**config.mk**
```make
export PLATFORM = sky130hd
export DESIGN_NAME = csdb_top
export DESIGN_NICKNAME = d
export VERILOG_FILES = /design/src/common/csdb_pkg.sv /design/src/common/csdb_word_if.sv /design/src/hdl/csdb_skid.sv /design/src/hdl/csdb_top.sv
export SDC_FILE = /design/constraint.sdc
export NUM_CORES = 1
export LEC_CHECK = 0
export ABC_AREA = 1
export BUFFER_PORTS_ARGS = -buffer_cell sky130_fd_sc_hd__buf_2
export CAP_MARGIN = 20
export CORE_ASPECT_RATIO = 1.2
export CORE_MARGIN = 4
export CORE_UTILIZATION = 32
export CTS_BUF_LIST = sky130_fd_sc_hd__clkbuf_8
export CTS_CLUSTER_SIZE = 28
export DETAILED_ROUTE_END_ITERATION = 6
export PLACE_DENSITY = 0.45
export RECOVER_POWER = 25
export SYNTH_ARGS = -nofsm -noshare
export SYNTH_HDL_FRONTEND = slang
export SYNTH_HIERARCHICAL = 1
export SYNTH_SLANG_ARGS = --single-unit
```
**constraint.sdc**
```tcl
create_clock -name CLOCK -period 11.8 [get_ports CLOCK]
set_clock_uncertainty 0.05 [all_clocks]
set_input_delay 1.18 -clock CLOCK [delete_from_list [all_inputs] [get_ports CLOCK]]
set_output_delay 1.18 -clock CLOCK [all_outputs]
set_load 0.03 [all_outputs]
```
**src/common/csdb_pkg.sv**
```systemverilog
package csdb_pkg;
  // Register map, byte addresses on the control port
  localparam logic [6:0] CTRL2_ADDR = 7'h02;
  localparam logic [6:0] IRQ_EN_ADDR = 7'h04;
  localparam logic [6:0] IRQ_STAT_ADDR = 7'h0b;
  localparam logic [6:0] CS_BASE_ADDR = 7'h19;
  localparam logic [6:0] CS_LAST_ADDR = 7'h22;
  // Fields
  localparam int INHIBIT_BIT = 6;
  localparam int XFER_IE_BIT = 5;
  localparam int XFER_IS_BIT = 5;
  // Reset values
  localparam logic [7:0] CTRL2_RST = 8'h00;
  localparam logic [7:0] IRQ_EN_RST = 8'h00;
  // Sizes
  localparam int CS_BYTES = 5;
  localparam int BLOCK_FRAMES = 192;
  localparam int CAP_BITS = 40;
endpackage : csdb_pkg

```
**src/common/csdb_word_if.sv**
```systemverilog
`timescale 1ns/1ns
interface csdb_word_if;
  logic valid;
  logic ready;
  logic [79:0] data;
  modport src (output valid, output data, input ready);
  modport dst (input valid, input data, output ready);
endinterface : csdb_word_if

```
**src/hdl/csdb_skid.sv**
```systemverilog
`timescale 1ns/1ns
module csdb_skid #(
  parameter int WIDTH = 80
) (
  // Clock and reset
  input wire logic clk,
  input wire logic rst,
  // Fill side
  csdb_word_if.dst in_port,
  // Drain side
  output logic out_valid,
  output logic [WIDTH-1:0] out_data,
  input wire logic out_ready
);
  logic [WIDTH-1:0] mem_r [2];
  logic [1:0] cnt_r;
  logic wp_r;
  logic rp_r;
  logic push;
  logic pop;

  assign in_port.ready = cnt_r != 2'd2;
  assign out_valid = cnt_r != 2'd0;
  assign out_data = mem_r[rp_r];
  assign push = in_port.valid && in_port.ready;
  assign pop = out_valid && out_ready;

  always_ff @(posedge clk) begin
    if (push) begin
      mem_r[wp_r] <= in_port.data;
    end
  end

  always_ff @(posedge clk) begin
    if (rst) begin
      cnt_r <= 2'd0;
      wp_r <= 1'b0;
      rp_r <= 1'b0;
    end else begin
      cnt_r <= cnt_r + {1'b0, push} - {1'b0, pop};
      if (push) begin
        wp_r <= ~wp_r;
      end
      if (pop) begin
        rp_r <= ~rp_r;
      end
    end
  end
endmodule : csdb_skid

```
**src/hdl/csdb_top.sv**
```systemverilog
`timescale 1ns/1ns
module csdb_top (
  // Clock and reset
  input wire logic CLOCK,
  input wire logic RESET,
  // Decoded stream from receiver, same clock
  input wire logic CS_BIT_VALID,
  input wire logic CS_BIT,
  input wire logic CS_BIT_CHAN_B,
  input wire logic BLOCK_START,
  // Output frame clock pin
  input wire logic OUTPUT_FRAME_CLOCK,
  // Mode strap and output selection
  input wire logic HW_MODE,
  input wire logic [1:0] GENERAL_OUTPUT_SEL,
  // Control port
  input wire logic REG_WR,
  input wire logic REG_RD,
  input wire logic [6:0] REG_ADDR,
  input wire logic [7:0] REG_WDATA,
  output logic [7:0] REG_RDATA,
  // Outputs
  output logic INT_OUT,
  output logic CS_SERIAL_PIN,
  output logic [2:0] GENERAL_OUTPUT_PIN,
  output logic COPY_PIN,
  output logic ORIGINAL_FLAG_PIN
);
  csdb_word_if blk_if ();

  logic [39:0] cap_a_r;
  logic [39:0] cap_b_r;
  logic [5:0] cnt_a_r;
  logic [5:0] cnt_b_r;
  logic [7:0] frame_cnt_r;
  logic block_done;
  logic [39:0] host_a_r;
  logic [39:0] host_b_r;
  logic [7:0] ctrl2_r;
  logic [7:0] irq_en_r;
  logic [7:0] irq_stat_r;
  logic hold_r;
  logic sk_valid;
  logic [79:0] sk_data;
  logic sk_ready;
  logic xfer;
  logic stat_rd;
  logic [7:0] rd_nxt;
  logic lr_s1_r;
  logic lr_s2_r;
  logic lr_s3_r;
  logic lr_edge;
  logic [79:0] ser_r;
  logic ser_bit_r;
  logic [39:0] ser_chan_a;

  // Capture stage, fills MSB first and counts frames
  always_ff @(posedge CLOCK) begin
    if (RESET) begin
      cap_a_r <= 40'h0;
      cap_b_r <= 40'h0;
      cnt_a_r <= 6'h0;
      cnt_b_r <= 6'h0;
    end else if (BLOCK_START) begin
      cnt_a_r <= 6'h0;
      cnt_b_r <= 6'h0;
    end else if (CS_BIT_VALID) begin
      if (!CS_BIT_CHAN_B && cnt_a_r < 6'(csdb_pkg::CAP_BITS)) begin
        cap_a_r[39 - cnt_a_r] <= CS_BIT;
        cnt_a_r <= cnt_a_r + 6'h1;
      end
      if (CS_BIT_CHAN_B && cnt_b_r < 6'(csdb_pkg::CAP_BITS)) begin
        cap_b_r[39 - cnt_b_r] <= CS_BIT;
        cnt_b_r <= cnt_b_r + 6'h1;
      end
    end
  end

  always_ff @(posedge CLOCK) begin
    if (RESET) begin
      frame_cnt_r <= 8'h0;
    end else if (BLOCK_START) begin
      frame_cnt_r <= 8'h0;
    end else if (CS_BIT_VALID && CS_BIT_CHAN_B
        && frame_cnt_r != 8'(csdb_pkg::BLOCK_FRAMES)) begin
      frame_cnt_r <= frame_cnt_r + 8'h1;
    end
  end

  // Whole block complete on the 192nd frame after BLOCK_START, once until the next BLOCK_START
  assign block_done = CS_BIT_VALID && CS_BIT_CHAN_B
    && frame_cnt_r == 8'(csdb_pkg::BLOCK_FRAMES - 1);

  // Offer block to buffer unless inhibited; skipped blocks are dropped
  assign blk_if.valid = block_done && !ctrl2_r[csdb_pkg::INHIBIT_BIT];
  assign blk_if.data = {cap_a_r, cap_b_r};
  csdb_skid #(
    .WIDTH(80)
  ) u_skid (
    .clk(CLOCK),
    .rst(RESET),
    .in_port(blk_if.dst),
    .out_valid(sk_valid),
    .out_data(sk_data),
    .out_ready(sk_ready)
  );

  // Host stage loads complete blocks only, stalls while inhibited
  assign sk_ready = !ctrl2_r[csdb_pkg::INHIBIT_BIT] && !hold_r;
  assign xfer = sk_valid && sk_ready;

  always_ff @(posedge CLOCK) begin
    if (RESET) begin
      host_a_r <= 40'h0;
      host_b_r <= 40'h0;
    end else if (xfer) begin
      host_a_r <= sk_data[79:40];
      host_b_r <= sk_data[39:0];
    end
  end

  // One-cycle guard so back-to-back entries never merge
  always_ff @(posedge CLOCK) begin
    if (RESET) begin
      hold_r <= 1'b0;
    end else begin
      hold_r <= xfer;
    end
  end

  // Control registers
  always_ff @(posedge CLOCK) begin
    if (RESET) begin
      ctrl2_r <= csdb_pkg::CTRL2_RST;
      irq_en_r <= csdb_pkg::IRQ_EN_RST;
    end else if (REG_WR) begin
      if (REG_ADDR == csdb_pkg::CTRL2_ADDR) begin
        ctrl2_r <= REG_WDATA;
      end
      if (REG_ADDR == csdb_pkg::IRQ_EN_ADDR) begin
        irq_en_r <= REG_WDATA;
      end
    end
  end

  // Sticky transfer flag, cleared by reading status; set wins
  assign stat_rd = REG_RD && REG_ADDR == csdb_pkg::IRQ_STAT_ADDR;
  always_ff @(posedge CLOCK) begin
    if (RESET) begin
      irq_stat_r <= 8'h0;
    end else if (xfer) begin
      irq_stat_r[csdb_pkg::XFER_IS_BIT] <= 1'b1;
    end else if (stat_rd) begin
      irq_stat_r <= 8'h0;
    end
  end

  always_ff @(posedge CLOCK) begin
    if (RESET) begin
      INT_OUT <= 1'b0;
    end else begin
      INT_OUT <= |(irq_stat_r & irq_en_r & (8'h1 << csdb_pkg::XFER_IE_BIT));
    end
  end

  // Read decode
  always_comb begin
    rd_nxt = 8'h00;
    if (REG_ADDR == csdb_pkg::CTRL2_ADDR) begin
      rd_nxt = ctrl2_r;
    end else if (REG_ADDR == csdb_pkg::IRQ_EN_ADDR) begin
      rd_nxt = irq_en_r;
    end else if (REG_ADDR == csdb_pkg::IRQ_STAT_ADDR) begin
      rd_nxt = irq_stat_r;
    end else if (REG_ADDR >= csdb_pkg::CS_BASE_ADDR && REG_ADDR <= csdb_pkg::CS_LAST_ADDR) begin
      rd_nxt = host_sel(7'(REG_ADDR - csdb_pkg::CS_BASE_ADDR));
    end
  end

  always_ff @(posedge CLOCK) begin
    if (RESET) begin
      REG_RDATA <= 8'h00;
    end else if (REG_RD) begin
      REG_RDATA <= rd_nxt;
    end
  end

  function automatic logic [7:0] host_sel(input logic [6:0] idx);
    logic [79:0] all;
    all = {host_a_r, host_b_r};
    host_sel = all[79 - 8 * idx -: 8];
  endfunction : host_sel

  // Frame clock pin synchroniser and edge detect
  always_ff @(posedge CLOCK) begin
    if (RESET) begin
      lr_s1_r <= 1'b0;
      lr_s2_r <= 1'b0;
      lr_s3_r <= 1'b0;
    end else begin
      lr_s1_r <= OUTPUT_FRAME_CLOCK;
      lr_s2_r <= lr_s1_r;
      lr_s3_r <= lr_s2_r;
    end
  end
  assign lr_edge = lr_s2_r ^ lr_s3_r;

  // Serial status shifter, reloads from skid buffer output on each transfer
  always_ff @(posedge CLOCK) begin
    if (RESET) begin
      ser_r <= 80'h0;
      ser_bit_r <= 1'b0;
    end else if (xfer) begin
      ser_r <= sk_data;
    end else if (lr_edge) begin
      ser_bit_r <= ser_r[79];
      ser_r <= {ser_r[78:0], ser_r[79]};
    end
  end

  assign ser_chan_a = host_a_r;

  // Pin routing by mode
  always_ff @(posedge CLOCK) begin
    if (RESET) begin
      CS_SERIAL_PIN <= 1'b0;
      GENERAL_OUTPUT_PIN <= 3'h0;
      COPY_PIN <= 1'b0;
      ORIGINAL_FLAG_PIN <= 1'b0;
    end else begin
      CS_SERIAL_PIN <= HW_MODE ? ser_bit_r : 1'b0;
      GENERAL_OUTPUT_PIN <= 3'h0;
      if (!HW_MODE && GENERAL_OUTPUT_SEL != 2'd3) begin
        GENERAL_OUTPUT_PIN[GENERAL_OUTPUT_SEL] <= ser_bit_r;
      end
      // Copy permitted bit and original flag from consumer layout
      COPY_PIN <= HW_MODE && ser_chan_a[37];
      ORIGINAL_FLAG_PIN <= HW_MODE && ser_chan_a[24];
    end
  end
endmodule : csdb_top

```
==> flow_summary_export.csv <==
group,metric,value,unit
floorplan,floorplan.die_area,0.0640,mm²
flow_run,max-cap-violations,0,
global_route,grt_pass1_vias,13800,
power,total_power,4.40,mW
detailed_routing,routed_wire_length_per_instance,16.8,µm
clocking,clock-root-buffer,"sky130_fd_sc_hd__clkbuf_8",
placed_design,dpl_cell_area,0.0199,mm²
yosys,synth_top_flop_cell,"sky130_fd_sc_hd__dfxtp_1",
hold_path,worst_hold_path_type,"reg2reg",
floorplan,initial_util,0.323,
clocking,cts_buffer_depth,3,
placed_design,rd_place_congestion,0.801,
timing,finalSetupViolations,0,
yosys,synthesis.area_per_instance,9.47,µm²
yosys,flip_flop_and_latch_count_after_synthesis,462,
detailed_routing,route.vias.total,13800,
floorplan,row_count,98,
timing,maxSlewViolCount,0,
detailed_routing,route.detailed.vias_per_inst,4.76,
yosys,yosysWarningCount,6,
placed_design,number_of_port_buffers,41,
yosys,netlist_area,0.0192,mm²
detailed_routing,finalWirelength,48.8,mm
power,static_leak,8.14,nW
setup_path,cp_cell_sequence,"buf_2 > nand2_1 > nor3_1 > inv_1 > nor3_1 > inv_1 > nor4_1 > nand2_1 > nor2_4 > buf_4 > buf_4",
yosys,synth_enable_flop_cells,160,
setup_path,cp_data_required_time,12.02,ns
setup_path,max_stage_delay,0.59,ns
placed_design,dpl.hpwl,32.0,mm
clocking,tritoncts,"built",
cells_and_area,layout.cells.most_common,"sky130_fd_sc_hd__nand2_1",
cells_and_area,syn_to_final_growth,11.8,%
clocking,holdBufCountCts,0,
yosys,synth_area_leaders,"sky130_fd_sc_hd__dfxtp_1 31%, sky130_fd_sc_hd__edfxtp_1 25%, sky130_fd_sc_hd__nand2_1 9.0%",
timing,post-route-period-util,0.302,
setup_path,crit_slowest_cell,"sky130_fd_sc_hd__buf_4",
detailed_routing,drt_iter0_drc,963,
cells_and_area,final_layout_size_suffix_gt1_frac,0.144,
global_route,grt_antenna_before_repair,2,
cells_and_area,layout.nets,2090,
clocking,postCtsSetupBuffers,0,
power,pwr_density_cell,205,mW/mm²
global_route,gr-total-overflow,0,
clocking,cts_repair_resize_count,0,
cells_and_area,fillers,6123,
floorplan,die-width,232,µm
detailed_routing,postRouteAntennaNets,0,
yosys,mappedNetlistNets,2071,
power,vdd_ir_drop_max,0.0933,mV
timing,max-slew-margin-rel,0.313,
floorplan,die_outline_height,276,µm
global_route,maximum_number_of_pins_on_one_net_before_global_route_repair,112,
clocking,clk_pin_slew,0.06,ns
yosys,netlist.area_leader.share,0.315,
run_status,run_status,"complete, no violations",
clocking,cts_num_sinks,462,
clocking,clock_latency,0.64,ns
timing,report.final.hold_viol_count,0,
yosys,synth.lib_cells_used.distinct,45,
setup_path,crit_type,"in2reg",
yosys,ys_async_sr_fraction,0,
timing,rsz0062_at_grt,"no",
setup_path,timing.critical_path.arrival,3.78,ns
timing,totalNegativeSetupSlack,0,ns
timing,actual_slew_at_the_worst_max_slew_pin,1.03,ns
clocking,numCtsBuffers,77,
yosys,postSynthCellCount,2028,
detailed_routing,drcViolationCount,0,
setup_path,crit_end_category,"flop",
timing,finalCriticalPeriod,3.57,ns
cells_and_area,most-common-layout-cells,"458 x sky130_fd_sc_hd__nand2_1, 301 x sky130_fd_sc_hd__dfxtp_1, 211 x sky130_fd_sc_hd__a21oi_1",
setup_path,crit_path_start_kind,"primary input",
floorplan,coreArea,0.0595,mm²
yosys,seq_total_area_yosys,0.565,
global_route,global_route.usage.total,0.151,
floorplan,ios,42,
detailed_routing,drt_pre_antenna_iters,5,
timing,achievable-frequency,280,MHz
cells_and_area,final_cell_area,0.0215,mm²
cells_and_area,final_util,0.361,
clocking,cts_htree_levels,3,
yosys,synth_largest_area_cell,"sky130_fd_sc_hd__dfxtp_1",
global_route,grt_first_pass_wirelength,77.2,mm
setup_path,crit_fanout,44,
-- path summary, 6_finish.rpt --
| kind | from | endpoint | slack [ns] | cells after the start |
|---|---|---|---|---|
| worst max-delay path | CS_BIT_CHAN_B | u_skid/mem_r[0][69]$_DFFE_PP_ | 8.23 | 11 |
| worst min-delay path | lr_s1_r$_SDFF_PP0_ | lr_s2_r$_SDFF_PP0_ | 0.35 | 2 |
| worst max register to register | ctrl2_r[6]$_SDFFE_PP0P_ | ser_r[4]$_SDFFE_PP0P_ | 8.38 | 7 |
| worst min register to register | lr_s1_r$_SDFF_PP0_ | lr_s2_r$_SDFF_PP0_ | 0.35 | 2 |
-- final cells by class --
class / instances / area [µm²] / area share
clock inverter: 51 / 375 / 0.0175
timing repair buffer: 55 / 317 / 0.0147
sequential: 462 / 10900 / 0.506
inverter: 158 / 601 / 0.0280
clock buffer: 85 / 1170 / 0.0545
tap: 800 / 1000 / 0.0466
antenna: 2 / 5.00 / 0.000233
multi-input combinational: 1293 / 7150 / 0.333
-- where the power goes --
part	internal [mW]	switching (mW)	total (mW)
logic	0.285	0.670	0.955
clock network	0.793	0.648	1.44
registers	1.85	0.145	2.00
-- flip-flops by register name, indices dropped and copies added, names as in the netlist, 2 cells and up, named ones only --
| register | flops |
|---|---|
| u_skid/mem_r | 160 |
| ser_r | 80 |
| cap_a_r | 40 |
| cap_b_r | 40 |
| host_a_r | 40 |
| host_b_r | 40 |
| REG_RDATA | 8 |
| ctrl2_r | 8 |
| frame_cnt_r | 8 |
| irq_en_r | 8 |
| cnt_a_r | 6 |
| cnt_b_r | 6 |
| GENERAL_OUTPUT_PIN | 3 |
| u_skid/cnt_r | 2 |
-- logic make-up (layout without fill, tap and decap cells) --
group / Yosys count / count (layout) / synth area share
flops: 462 / 462 / 0.565
fa+ha+maj: 16 / 16 / 0.0104
simple gates: 737 / 737 / 0.166
mux: 80 / 80 / 0.0626
xor+xnor: 4 / 4 / 0.00261
compound gates: 456 / 456 / 0.130
buf+inv: 273 / 349 / 0.0638
other cells: 0 / 2 / 0
-- routing by layer --
layer,up-vias,global-route usage,routed length [µm]
li1,6973,-,-
met1,6521,0.198,22400
met2,280,0.248,23000
met3,69,0.0249,2090
met4,0,0.0584,1280
met5,-,0,0
-- synthesized netlist by cell type (2+ instances only) --
master / n
sky130_fd_sc_hd__nand4_1: 5
sky130_fd_sc_hd__dfxtp_1: 302
sky130_fd_sc_hd__xnor2_2: 2
sky130_fd_sc_hd__edfxtp_1: 160
sky130_fd_sc_hd__a211oi_1: 2
sky130_fd_sc_hd__nand3_1: 63
sky130_fd_sc_hd__a311oi_1: 25
sky130_fd_sc_hd__nor2_4: 12
sky130_fd_sc_hd__buf_6: 2
sky130_fd_sc_hd__mux2_4: 80
sky130_fd_sc_hd__nor2_2: 12
sky130_fd_sc_hd__buf_2: 37
sky130_fd_sc_hd__o22ai_1: 2
sky130_fd_sc_hd__nor3_2: 2
sky130_fd_sc_hd__nand2_2: 5
sky130_fd_sc_hd__o21ai_1: 17
sky130_fd_sc_hd__nor2_1: 85
sky130_fd_sc_hd__o21ai_0: 115
sky130_fd_sc_hd__a21oi_1: 211
sky130_fd_sc_hd__nor3_1: 73
sky130_fd_sc_hd__buf_12: 8
sky130_fd_sc_hd__a31oi_1: 81
sky130_fd_sc_hd__nor4_1: 5
sky130_fd_sc_hd__inv_2: 19
sky130_fd_sc_hd__inv_4: 2
sky130_fd_sc_hd__ha_1: 16
sky130_fd_sc_hd__nand2_1: 460
sky130_fd_sc_hd__inv_1: 136
sky130_fd_sc_hd__clkbuf_1: 67
sky130_fd_sc_hd__or2_1: 7
-- worst max-delay path: cells and delay by family --
kind,cells,cell delay [ns]
and+or+nand+nor,6,1.22
buffers and inverters,5,1.32
-- stage by stage --
stage,std cells,worst slack (ns),hold WS [ns]
final,2906,8.23,0.354
after global routing,2905,7.91,0.383
after CTS,2904,8.24,0.357
after detailed placement,2768,7.53,0.350
after global placement,2768,7.58,0.345
after floorplan,2028,5.67,0.338
(Power assumes the default switching activity.)
